## src/hdl/ccie_pkg.sv

```systemverilog
// Package for the call and clear instruction execution block.
// Assumes a 14-bit instruction word and a 13-bit program counter.
package ccie_pkg;

    // =========================================================================
    // Widths
    localparam int CCIE_INSTR_W = 14;
    localparam int CCIE_PC_W    = 13;
    localparam int CCIE_DATA_W  = 8;
    localparam int CCIE_FADDR_W = 7;
    localparam int CCIE_LIT_W   = 11;

    // =========================================================================
    // Opcode patterns and field positions
    localparam logic [13:0] CCIE_CLR_ACCUM_CODE   = 14'h0103;
    localparam logic [6:0]  CCIE_CLR_FILE_TOP     = 7'h03;
    localparam int          CCIE_CLR_FILE_TOP_LSB = 7;
    localparam logic [2:0]  CCIE_CALL_TOP    = 3'h4;
    localparam int          CCIE_CALL_TOP_LSB = 11;
    localparam int          CCIE_LATCH_HI    = 4;
    localparam int          CCIE_LATCH_LO    = 3;

    // =========================================================================
    // Reset values and timing
    localparam logic [7:0]  CCIE_ZERO_DATA   = 8'h00;
    localparam logic [12:0] CCIE_PC_RESET    = 13'h0000;
    localparam int          CCIE_CALL_CYCLES = 2;

    // Execution phase of the block.
    typedef enum logic [0:0] {
        CCIE_EXEC,
        CCIE_CALL_WAIT
    } ccie_state_type;

    // Write request toward the register file and accumulator.
    typedef struct packed {
        logic       file_we;
        logic [6:0] file_addr;
        logic [7:0] file_data;
        logic       accum_we;
        logic [7:0] accum_data;
        logic       zero_we;
        logic       zero_val;
    } ccie_wr_type;

    // Request toward the program counter and stack.
    typedef struct packed {
        logic        pc_we;
        logic [12:0] pc_val;
        logic        push;
        logic [12:0] stack_top;
        logic        busy;
    } ccie_flow_type;

endpackage

```

## src/hdl/ccie_decode.sv

```systemverilog
// Pure decoder of the three handled instruction classes.
// Assumes the instruction word is stable during the cycle it is offered.
`timescale 1ns/100ps
module ccie_decode
    import ccie_pkg::*;
(
    // Instruction word
    input  wire logic [13:0] instr,
    // Decoded classes
    output logic             is_clr_file,
    output logic             is_clr_accum,
    output logic             is_call
);

    // =========================================================================
    // Decoding
    // Each class is matched against its fixed opcode bits.
    always_comb begin
        is_clr_file  = (instr[13:CCIE_CLR_FILE_TOP_LSB] == CCIE_CLR_FILE_TOP);
        is_clr_accum = (instr == CCIE_CLR_ACCUM_CODE);
        is_call      = (instr[13:CCIE_CALL_TOP_LSB] == CCIE_CALL_TOP);
    end

endmodule

```

## src/hdl/ccie_top.sv

```systemverilog
// Execution of clear-register, clear-accumulator and subroutine-call.
// Assumes instructions arrive with instr_valid once per instruction cycle
// and that the core does not offer a new one while busy is high.
`timescale 1ns/100ps
module ccie_top
    import ccie_pkg::*;
(
    // Clock and reset
    input  wire logic        clk,
    input  wire logic        nrst,
    // Instruction in
    input  wire logic        instr_valid,
    input  wire logic [13:0] instr,
    input  wire logic [12:0] pc_cur,
    input  wire logic [7:0]  pc_upper_latch,
    // Data side
    output ccie_wr_type      wr_req,
    // Program flow side
    output ccie_flow_type    flow_req
);

    // Whole state of the block.
    typedef struct packed {
        ccie_state_type state;
        ccie_wr_type    wr;
        ccie_flow_type  flow;
    } ccie_all_type;

    ccie_all_type st_reg;
    ccie_all_type st_next;
    logic         rst_meta_reg;
    logic         rst_sync_reg;
    logic         rst_n;
    logic         is_clr_file;
    logic         is_clr_accum;
    logic         is_call;

    // =========================================================================
    // Reset release
    // Reset asserts at once and releases through two flip-flops.
    always_ff @(posedge clk or negedge nrst) begin
        if (!nrst) begin
            rst_meta_reg <= 1'b0;
            rst_sync_reg <= 1'b0;
        end else begin
            rst_meta_reg <= 1'b1;
            rst_sync_reg <= rst_meta_reg;
        end
    end
    assign rst_n = rst_sync_reg;

    // =========================================================================
    // Decoder
    ccie_decode u_dec (
        .instr   (instr),
        .is_clr_file  (is_clr_file),
        .is_clr_accum (is_clr_accum),
        .is_call      (is_call)
    );

    // =========================================================================
    // Next state
    // Requests are one-cycle strobes but pc_val and stack_top hold; a call holds busy with its push, one cycle before the PC load.
    always_comb begin
        st_next            = st_reg;
        st_next.wr         = '0;
        st_next.flow.pc_we = 1'b0;
        st_next.flow.push  = 1'b0;
        st_next.flow.busy  = 1'b0;
        case (st_reg.state)
            CCIE_EXEC: begin
                if (instr_valid && is_clr_file) begin
                    st_next.wr.file_we   = 1'b1;
                    st_next.wr.file_addr = instr[6:0];
                    st_next.wr.file_data = CCIE_ZERO_DATA;
                    st_next.wr.zero_we   = 1'b1;
                    st_next.wr.zero_val  = 1'b1;
                end else if (instr_valid && is_clr_accum) begin
                    st_next.wr.accum_we   = 1'b1;
                    st_next.wr.accum_data = CCIE_ZERO_DATA;
                    st_next.wr.zero_we    = 1'b1;
                    st_next.wr.zero_val   = 1'b1;
                end else if (instr_valid && is_call) begin
                    // Push happens in the first cycle, PC load in the second.
                    st_next.flow.push      = 1'b1;
                    st_next.flow.stack_top = 13'(pc_cur + 13'h0001);
                    st_next.flow.pc_val    = {pc_upper_latch[CCIE_LATCH_HI:CCIE_LATCH_LO],
                                              instr[10:0]};
                    st_next.flow.busy      = 1'b1;
                    st_next.state          = CCIE_CALL_WAIT;
                end
            end
            CCIE_CALL_WAIT: begin
                st_next.flow.pc_we = 1'b1;
                st_next.state      = CCIE_EXEC;
            end
            default: begin
                st_next.state = CCIE_EXEC;
            end
        endcase
    end

    // State register.
    always_ff @(posedge clk or negedge rst_n) begin
        if (!rst_n) begin
            st_reg <= '{state: CCIE_EXEC, wr: '0,
                        flow: '{pc_we: 1'b0, pc_val: CCIE_PC_RESET, push: 1'b0,
                                stack_top: CCIE_PC_RESET, busy: 1'b0}};
        end else begin
            st_reg <= st_next;
        end
    end

    // Outputs come straight from the state register.
    assign wr_req   = st_reg.wr;
    assign flow_req = st_reg.flow;

    // =========================================================================
    // Checks
    // A register clear zeroes the addressed register and sets zero.
    property p_clr_file_zero;
        @(posedge clk) disable iff (!rst_n)
        (instr_valid && is_clr_file && st_reg.state == CCIE_EXEC) |=>
            (wr_req.file_we && wr_req.file_data == 8'h00 && wr_req.zero_val
             && wr_req.file_addr == $past(instr[6:0]));
    endproperty
    a_clr_file_zero: assert property (p_clr_file_zero) else $error("file clear bad");

    // An accumulator clear loads zero and sets the zero flag.
    property p_clr_accum_zero;
        @(posedge clk) disable iff (!rst_n)
        (instr_valid && is_clr_accum && st_reg.state == CCIE_EXEC) |=>
            (wr_req.accum_we && wr_req.accum_data == 8'h00 && wr_req.zero_we
             && wr_req.zero_val);
    endproperty
    a_clr_accum_zero: assert property (p_clr_accum_zero) else $error("accum clear bad");

    // The return address is pushed one cycle before the counter write.
    property p_push_first;
        @(posedge clk) disable iff (!rst_n)
        (instr_valid && is_call && st_reg.state == CCIE_EXEC) |=>
            (flow_req.push && !flow_req.pc_we
             && flow_req.stack_top == 13'($past(pc_cur) + 13'h0001))
            ##1 (flow_req.pc_we && !flow_req.push);
    endproperty
    a_push_first: assert property (p_push_first) else $error("push order wrong");

    // The counter is written only after a push, with both values held.
    property p_pc_after_push;
        @(posedge clk) disable iff (!rst_n)
        flow_req.pc_we |-> ($past(flow_req.push) && $stable(flow_req.pc_val)
                            && $stable(flow_req.stack_top));
    endproperty
    a_pc_after_push: assert property (p_pc_after_push) else $error("pc written early");

    // The literal lands in the low counter bits by the write cycle.
    property p_lit_low;
        @(posedge clk) disable iff (!rst_n)
        (instr_valid && is_call && st_reg.state == CCIE_EXEC) |=>
            ##1 (flow_req.pc_val[10:0] == $past(instr[10:0], 2));
    endproperty
    a_lit_low: assert property (p_lit_low) else $error("literal not loaded");

    // The two latch bits form the top of the call target.
    property p_latch_hi;
        @(posedge clk) disable iff (!rst_n)
        (instr_valid && is_call && st_reg.state == CCIE_EXEC) |=>
            (flow_req.pc_val[12:11] == $past(pc_upper_latch[4:3]));
    endproperty
    a_latch_hi: assert property (p_latch_hi) else $error("upper bits wrong");

    // A call is busy for one cycle and writes the counter in the next.
    property p_two_cycles;
        @(posedge clk) disable iff (!rst_n)
        $rose(flow_req.busy) |-> flow_req.busy ##1 (!flow_req.busy && flow_req.pc_we);
    endproperty
    a_two_cycles: assert property (p_two_cycles) else $error("call length wrong");

    // Busy stands only together with the push of the first call cycle.
    property p_busy_with_push;
        @(posedge clk) disable iff (!rst_n)
        flow_req.busy |-> (flow_req.push && !flow_req.pc_we);
    endproperty
    a_busy_with_push: assert property (p_busy_with_push) else $error("busy misplaced");

    // An offer during the first call cycle, while busy, is dropped without effect.
    property p_busy_refuse;
        @(posedge clk) disable iff (!rst_n)
        (instr_valid && st_reg.state == CCIE_CALL_WAIT) |=>
            (!wr_req.file_we && !wr_req.accum_we && !wr_req.zero_we && !flow_req.push);
    endproperty
    a_busy_refuse: assert property (p_busy_refuse) else $error("busy offer taken");

    // A clear finishes in one cycle and never touches the program flow.
    property p_one_cycle;
        @(posedge clk) disable iff (!rst_n)
        (instr_valid && (is_clr_file || is_clr_accum) && st_reg.state == CCIE_EXEC) |=>
            (wr_req.zero_we && (wr_req.file_we != wr_req.accum_we) && !flow_req.busy
             && !flow_req.push && !flow_req.pc_we);
    endproperty
    a_one_cycle: assert property (p_one_cycle) else $error("clear not single cycle");

    // A zero write only follows an instruction offered one cycle before.
    property p_zero_traced;
        @(posedge clk) disable iff (!rst_n)
        wr_req.zero_we |-> ($past(instr_valid) && wr_req.zero_val);
    endproperty
    a_zero_traced: assert property (p_zero_traced) else $error("stray zero write");

    // Call cycles never write data or the zero flag.
    property p_call_no_flags;
        @(posedge clk) disable iff (!rst_n)
        (flow_req.push || flow_req.pc_we) |-> (!wr_req.zero_we && !wr_req.file_we
                                               && !wr_req.accum_we);
    endproperty
    a_call_no_flags: assert property (p_call_no_flags) else $error("call touched data");

endmodule

```

## config.mk

```make
export PLATFORM = sky130hd
export DESIGN_NAME = ccie_top
export DESIGN_NICKNAME = d
export VERILOG_FILES = /design/src/hdl/ccie_pkg.sv /design/src/hdl/ccie_decode.sv /design/src/hdl/ccie_top.sv
export SDC_FILE = /design/constraint.sdc
export NUM_CORES = 1
export LEC_CHECK = 0
export BUFFER_PORTS_ARGS = -buffer_cell sky130_fd_sc_hd__buf_2
export CAP_MARGIN = 40
export CORE_AREA = 2 2 71 73
export DETAILED_ROUTE_END_ITERATION = 10
export DIE_AREA = 0 0 73 75
export PLACE_DENSITY = 0.7
export RECOVER_POWER = 50
export REMOVE_ABC_BUFFERS = 1
export SYNTH_ARGS = -nofsm -noshare
export SYNTH_HDL_FRONTEND = slang
export SYNTH_HIERARCHICAL = 1
export SYNTH_SLANG_ARGS = --single-unit
```

## constraint.sdc

```tcl
create_clock -name clk -period 3.2 [get_ports clk]
set_input_delay 0.32 -clock clk [delete_from_list [all_inputs] [get_ports clk]]
set_output_delay 0.32 -clock clk [all_outputs]
set_load 0.02 [all_outputs]
```

Word-level counts from Yosys, hierarchy flattened
Index checks and enable logic that the tools add are counted.

storage, ports and cells
  bits of input ports = 38
  word-level logic and storage cells = 40
  output and inout port bits = 56
  bits in registers = 59

cells by class
  mux-type cells = 14
  add/subtract/negate cells = 1
  eq/ne operators = 3
  reduce and logical (&&, ||, !) cells = 4
  bitwise gates (word level) = 3

operator list
  kind                   count
  $mux 15                4
  $mux 27                1
  $mux 16                1
  $eq 14x9->1 const B    1
  $add 13x1->13 const B  1
  $mux 11                1
  $mux 9                 1
  $eq 7x2->1 const B     1
  $mux 1                 4
  $reduce_and 4->1       1
  $eq 3x3->1 const B     1
  $logic_and 1x1->1      3
  $not 1->1              3
  $mux 2                 1
  $pmux 1 s2             1

Logic depth before layout (Yosys ltp)
  word-level depth = 6
  mapped depth = 8
  mapped depth without buffers = 6

By module
Netlist, hierarchy kept.

modules (own cells, without submodules)
  module       times used  area an instance (sq um)  cells each
  ccie_top     1           1759.2                    148
  ccie_decode  1           67.6                      9

Least setup slack after synthesis
No wires, ideal clock.

  kind = in2reg
  start point = in instr[13]
  end point = reg st_reg (netlist bit flow_req[23])
  arrival time = 1.995 ns
  stages on the path = 6
  library setup time = 0.125 ns
  setup slack = 1.080 ns
  cells stage by stage = or4b_4 -> nor3_1 -> nor2_1 -> nand3_1 -> buf_2 -> mux2_2

on the way
  longest elaborated chain between the ends = 4
  elaborated cells on any way between the ends = 9
  those cells by class = 3 x eq/ne; 2 x bitwise; 4 x reduce/logical

ends and longest elaborated chain
  element                     RTL line           text
  start, declared             ccie_top.sv:13     input wire logic [13:0] instr,
  $eq 7x2->1                  ccie_decode.sv:19  is_clr_file = (instr[13:CCIE_CLR_FILE_TOP_LSB] == CCIE_CLR_FILE_TOP);
  net is_clr_file             ccie_top.sv:34     logic is_clr_file;
  $logic_and 1x1->1           ccie_top.sv:72     if (instr_valid && is_clr_file) begin
  $not 1->1 (no line)         --
  $reduce_and 4->1 (no line)  --
  end signal, assigned        ccie_top.sv:106    st_reg <= '{state: CCIE_EXEC, wr: '0,
  end signal, assigned        ccie_top.sv:110    st_reg <= st_next;
  end, declared               ccie_top.sv:29     ccie_all_type st_reg;

The timed path passes the listed nets, and every way through them passes these cells.
A chain may end at the register's enable or synchronous reset.

Worst setup path after layout
  start point = in instr[13]
  end point = reg st_reg (netlist bit flow_req[24])

on the way
  longest elaborated chain between the ends = 4
  elaborated cells on any way between the ends = 9
  those cells by class = 3 x eq/ne; 2 x bitwise; 4 x reduce/logical

ends and longest elaborated chain
  element                     RTL line           text
  $eq 14x9->1                 ccie_decode.sv:20  is_clr_accum = (instr == CCIE_CLR_ACCUM_CODE);
  net is_clr_accum            ccie_top.sv:35     logic is_clr_accum;
  $logic_and 1x1->1           ccie_top.sv:78     end else if (instr_valid && is_clr_accum) begin
  $not 1->1 (no line)         --
  $reduce_and 4->1 (no line)  --

The timed path passes the listed nets, and every way through them passes these cells.

==> summary.log <==
INFO  cells_and_area n_antenna_cell=0
INFO  setup_path     worst_ep_required_time=3.37ns
INFO  synth          sequential_area_share_after_synthesis=54.8%
INFO  setup_path     critPathLaunch=instr[13]
INFO  route          final_antenna_net_count=0
INFO  clock_tree     cts-htree-levels=2
INFO  synth          number_of_enable_flip_flop_cells_after_synthesis=0
INFO  route          avgRoutedWirePerCell=12.0um
INFO  timing         fin_ws=1.27ns
INFO  power          irDropWorstVdd=0.194mV
INFO  timing         setup_repair_after_global_routing_missed_its_margin=false
INFO  floorplan      row_count=25
INFO  clock_tree     clk_path_buf_depth=2
INFO  route          routed-via-count=1314
INFO  timing         max_freq=519MHz
INFO  cells_and_area post_route_cells_drive_above_1_share=26.8%
INFO  status         outcome=finished clean
INFO  floorplan      boundaryPins=94
INFO  setup_path     critPathCaptureType=flip-flop
INFO  power          combPwrFrac=22.8%
INFO  global_routing grt_usage=13.2%
INFO  timing         max_slew.worst_pin.slew=0.707ns
INFO  synth          post_synthesis_instance_area=0.00183mm2
INFO  clock_tree     path_clk_slew=0.07ns
INFO  global_routing grt_pass1_vias=1214
INFO  timing         fin_crit_sh=60.2%
INFO  synth          ys_ff_latch=40
INFO  power          switching_power=0.389mW
INFO  global_routing antenna_found_initial=0
INFO  cells_and_area largest_register_ff_count=28
INFO  power          power-per-cell-area=562mW/mm2
INFO  min_path       min_path_type=input port to flip-flop
INFO  route          dr.pass1.iters=3
INFO  cells_and_area area_delta_synth_final=21.8%
INFO  floorplan      die_span_y=75um
INFO  floorplan      initial_utilization=39.2%
INFO  floorplan      die-area=0.00548mm2
INFO  cells_and_area post-route-util=47.8%
INFO  power          cellInternalPower=0.863mW
INFO  floorplan      placeableCoreArea=0.00466mm2
INFO  clock_tree     tritoncts=built
INFO  run            timing.max_cap.violations=0
INFO  timing         period_minus_ws_final=1.93ns
INFO  synth          yosys.cell_count.top_type=dfrtp_1
INFO  clock_tree     cts.repair_timing.setup_buffer_count=0
INFO  route          routed_wirelength=3410um
INFO  setup_path     setup.worst_path.class=input port to flip-flop
INFO  power          p_seq_share=49.1%
INFO  timing         timing.final.max_slew_violations=0
INFO  synth          synth.largest_area_cell=dfrtp_1
INFO  synth          syn_avg_cell_area=11.6um2
INFO  global_routing grt_max_degree=22
INFO  route          drtIter0Drc=35
INFO  synth          syn_inst=157
INFO  place          place.detailed.hpwl=2690um
INFO  cells_and_area finalNetCount=270
INFO  synth          ranking_of_synthesized_cells_by_area=dfrtp_1 (55%), mux2_2 (8.6%), buf_4 (8.2%), xnor2_1 (3.4%), nand2_1 (2.9%)
INFO  timing         setup_viol=0
INFO  synth          synth_common_cells=dfrtp_1 (40), buf_4 (20), mux2_2 (14), nand2_1 (14)
INFO  power          p_sw_share=31.1%
INFO  clock_tree     cts_buffers=5
INFO  place          dpl_worst_slack=0.976ns
INFO  timing         clock-skew-final=0.00364ns
INFO  floorplan      die_width=73um
INFO  synth          ys.flop_type=dfrtp_1
INFO  synth          netlist.area_leader.share=54.8%
INFO  route          detail_route.drc_violations=0
INFO  global_routing grt_first_pass_wirelength=5480um
INFO  timing         fin_tns_setup=0ns
INFO  setup_path     worstPathArrival=2.09ns
INFO  route          via_per_inst=4.61
INFO  global_routing grt_remaining_overflow=0
INFO  power          proportion_of_power_drawn_by_the_clock_network=28.1%
INFO  setup_path     worstSetupStartpointType=input port
INFO  clock_tree     clkLatencyLatePin=0.28ns
INFO  setup_path     reg_to_reg_critical_path_startpoint=flow_req[0]$_DFF_PN0_
INFO  setup_path     critical_path_peak_fanout=19
INFO  synth          synth-async-reset-ratio=100%
INFO  timing         finalHoldViolations=0
INFO  synth          synth.lib_cells_used.distinct=30
INFO  min_path       hold_start=pc_cur[0]
INFO  clock_tree     numClockSinks=40
INFO  clock_tree     clock-root-buffer=clkbuf_8
INFO  cells_and_area layout.filler_cells=454
INFO  timing         maxSlewHeadroom=52.9%
INFO  power          total_leakage_power=1.08nW
INFO  place          port_buffers=71
INFO  place          place.gp.congestion=0.708
INFO  synth          ys_warn_count=6
layout by cell type, fill, tap and decap left out:
| cell | netlist | routed |
|---|---|---|
| nand4_4 | 1 | 1 |
| buf_2 | 2 | 32 |
| nor4_4 | 1 | 1 |
| clkbuf_1 | 2 | 39 |
| nand4bb_1 | 1 | 1 |
| or4b_4 | 1 | 1 |
| and4_1 | 1 | 1 |
| inv_1 | 5 | 5 |
| or4_1 | 1 | 1 |
| and3_1 | 8 | 8 |
| nor2b_1 | 2 | 2 |
| o21ai_1 | 3 | 3 |
| or2_1 | 1 | 1 |
| o21ai_0 | 8 | 8 |
| xor2_1 | 4 | 4 |
| nor2_1 | 3 | 3 |
| buf_4 | 20 | 4 |
| and3b_1 | 1 | 1 |
| dfrtp_1 | 40 | 40 |
| conb_1 | 2 | 17 |
| and2_1 | 1 | 1 |
| nor3_1 | 4 | 4 |
| nor4_2 | 1 | 1 |
| xnor2_1 | 7 | 7 |
| nand3_1 | 5 | 5 |
| nand2_1 | 14 | 14 |
| ha_1 | 1 | 1 |
| dlygate4sd3_1 | 0 | 1 |
| mux2_2 | 14 | 14 |
| nand4_1 | 2 | 2 |
| o21ai_2 | 1 | 1 |
| clkbuf_8 | 0 | 7 |
per-layer routing:
metal  GRT usage, %  vias to the layer above  share of wire, %
li1               -                      641                 -
met1           15.5                      599                42
met2           22.1                       68                47
met3           4.82                        6               9.3
met4           5.56                        0               1.4
met5              0                        -                 0
logic make-up after synthesis:
| group | Yosys count | share of synthesized area, % |
|---|---|---|
| multiplexers | 14 | 8.63 |
| buffers and inverters | 29 | 10.2 |
| adder cells (fa/ha/maj) | 1 | 0.685 |
| AND/OR/NAND/NOR | 48 | 16.5 |
| AO/OA/AOI/OAI | 12 | 3.49 |
| flip-flops | 40 | 54.8 |
| XOR/XNOR | 11 | 5.27 |
| other | 2 | 0.411 |
path summary, 6_finish.rpt:
path / slack (ns) / end / depth (start not counted)
max reg2reg: 1.51 / flow_req[24]$_DFFE_PN0P_ / 4
max: 1.27 / flow_req[24]$_DFFE_PN0P_ / 7
min: 0.26 / flow_req[1]$_DFFE_PN0P_ / 2
min in group asynchronous: 0.30 / flow_req[13]$_DFFE_PN0P_ / 0
min reg2reg: 0.30 / flow_req[13]$_DFFE_PN0P_ / 0
max in group asynchronous: 2.17 / wr_req[22]$_DFF_PN0_ / 1
critical path, stage by stage:
cell and delay [ns]:
buf_2 0.10, or4b_4 0.55, nor4_2 0.29, nor2_1 0.10, nand3_1 0.11, buf_4 0.25
mux2_2 0.37
stage by stage:
| step | instances | power (mW) | area (um2) | hold slack [ns] |
|---|---|---|---|---|
| floorplan | 148 | 0.809 | 1720 | 0.0244 |
| global placement | 277 | 0.925 | 2170 | 0.106 |
| detailed placement | 277 | 0.934 | 2170 | 0.106 |
| CTS | 285 | 1.29 | 2270 | 0.252 |
| global route | 285 | 1.33 | 2230 | 0.251 |
| finish | 285 | 1.25 | 2230 | 0.262 |
power groups by stage:
stage          sequential, mW  clock (mW)  combinational, mW
3_3_place_gp            0.621           0              0.304
3_5_place_dp            0.624           0              0.310
6_report                0.615       0.352              0.285
5_1_grt                 0.628       0.387              0.314
4_1_cts                 0.615       0.366              0.310
2_1_floorplan           0.716           0             0.0927
area by class of cell:
cell class | instances | area [um2] | share of cell area [%]
Clock buffer | 7 | 96.3 | 4.33
Inverter | 5 | 18.8 | 0.843
Sequential cell | 40 | 1000 | 45.0
Multi-Input combinational cell | 103 | 696 | 31.3
Timing Repair Buffer | 76 | 347 | 15.6
Tap cell | 54 | 67.6 | 3.04
repair_timing:
item                      in CTS  in global routing
gates resized for setup        0                  0
hold buffers                   1                  0
hold endpoints to repair       2                  0
Note: power is estimated with default switching activity, not from simulation.
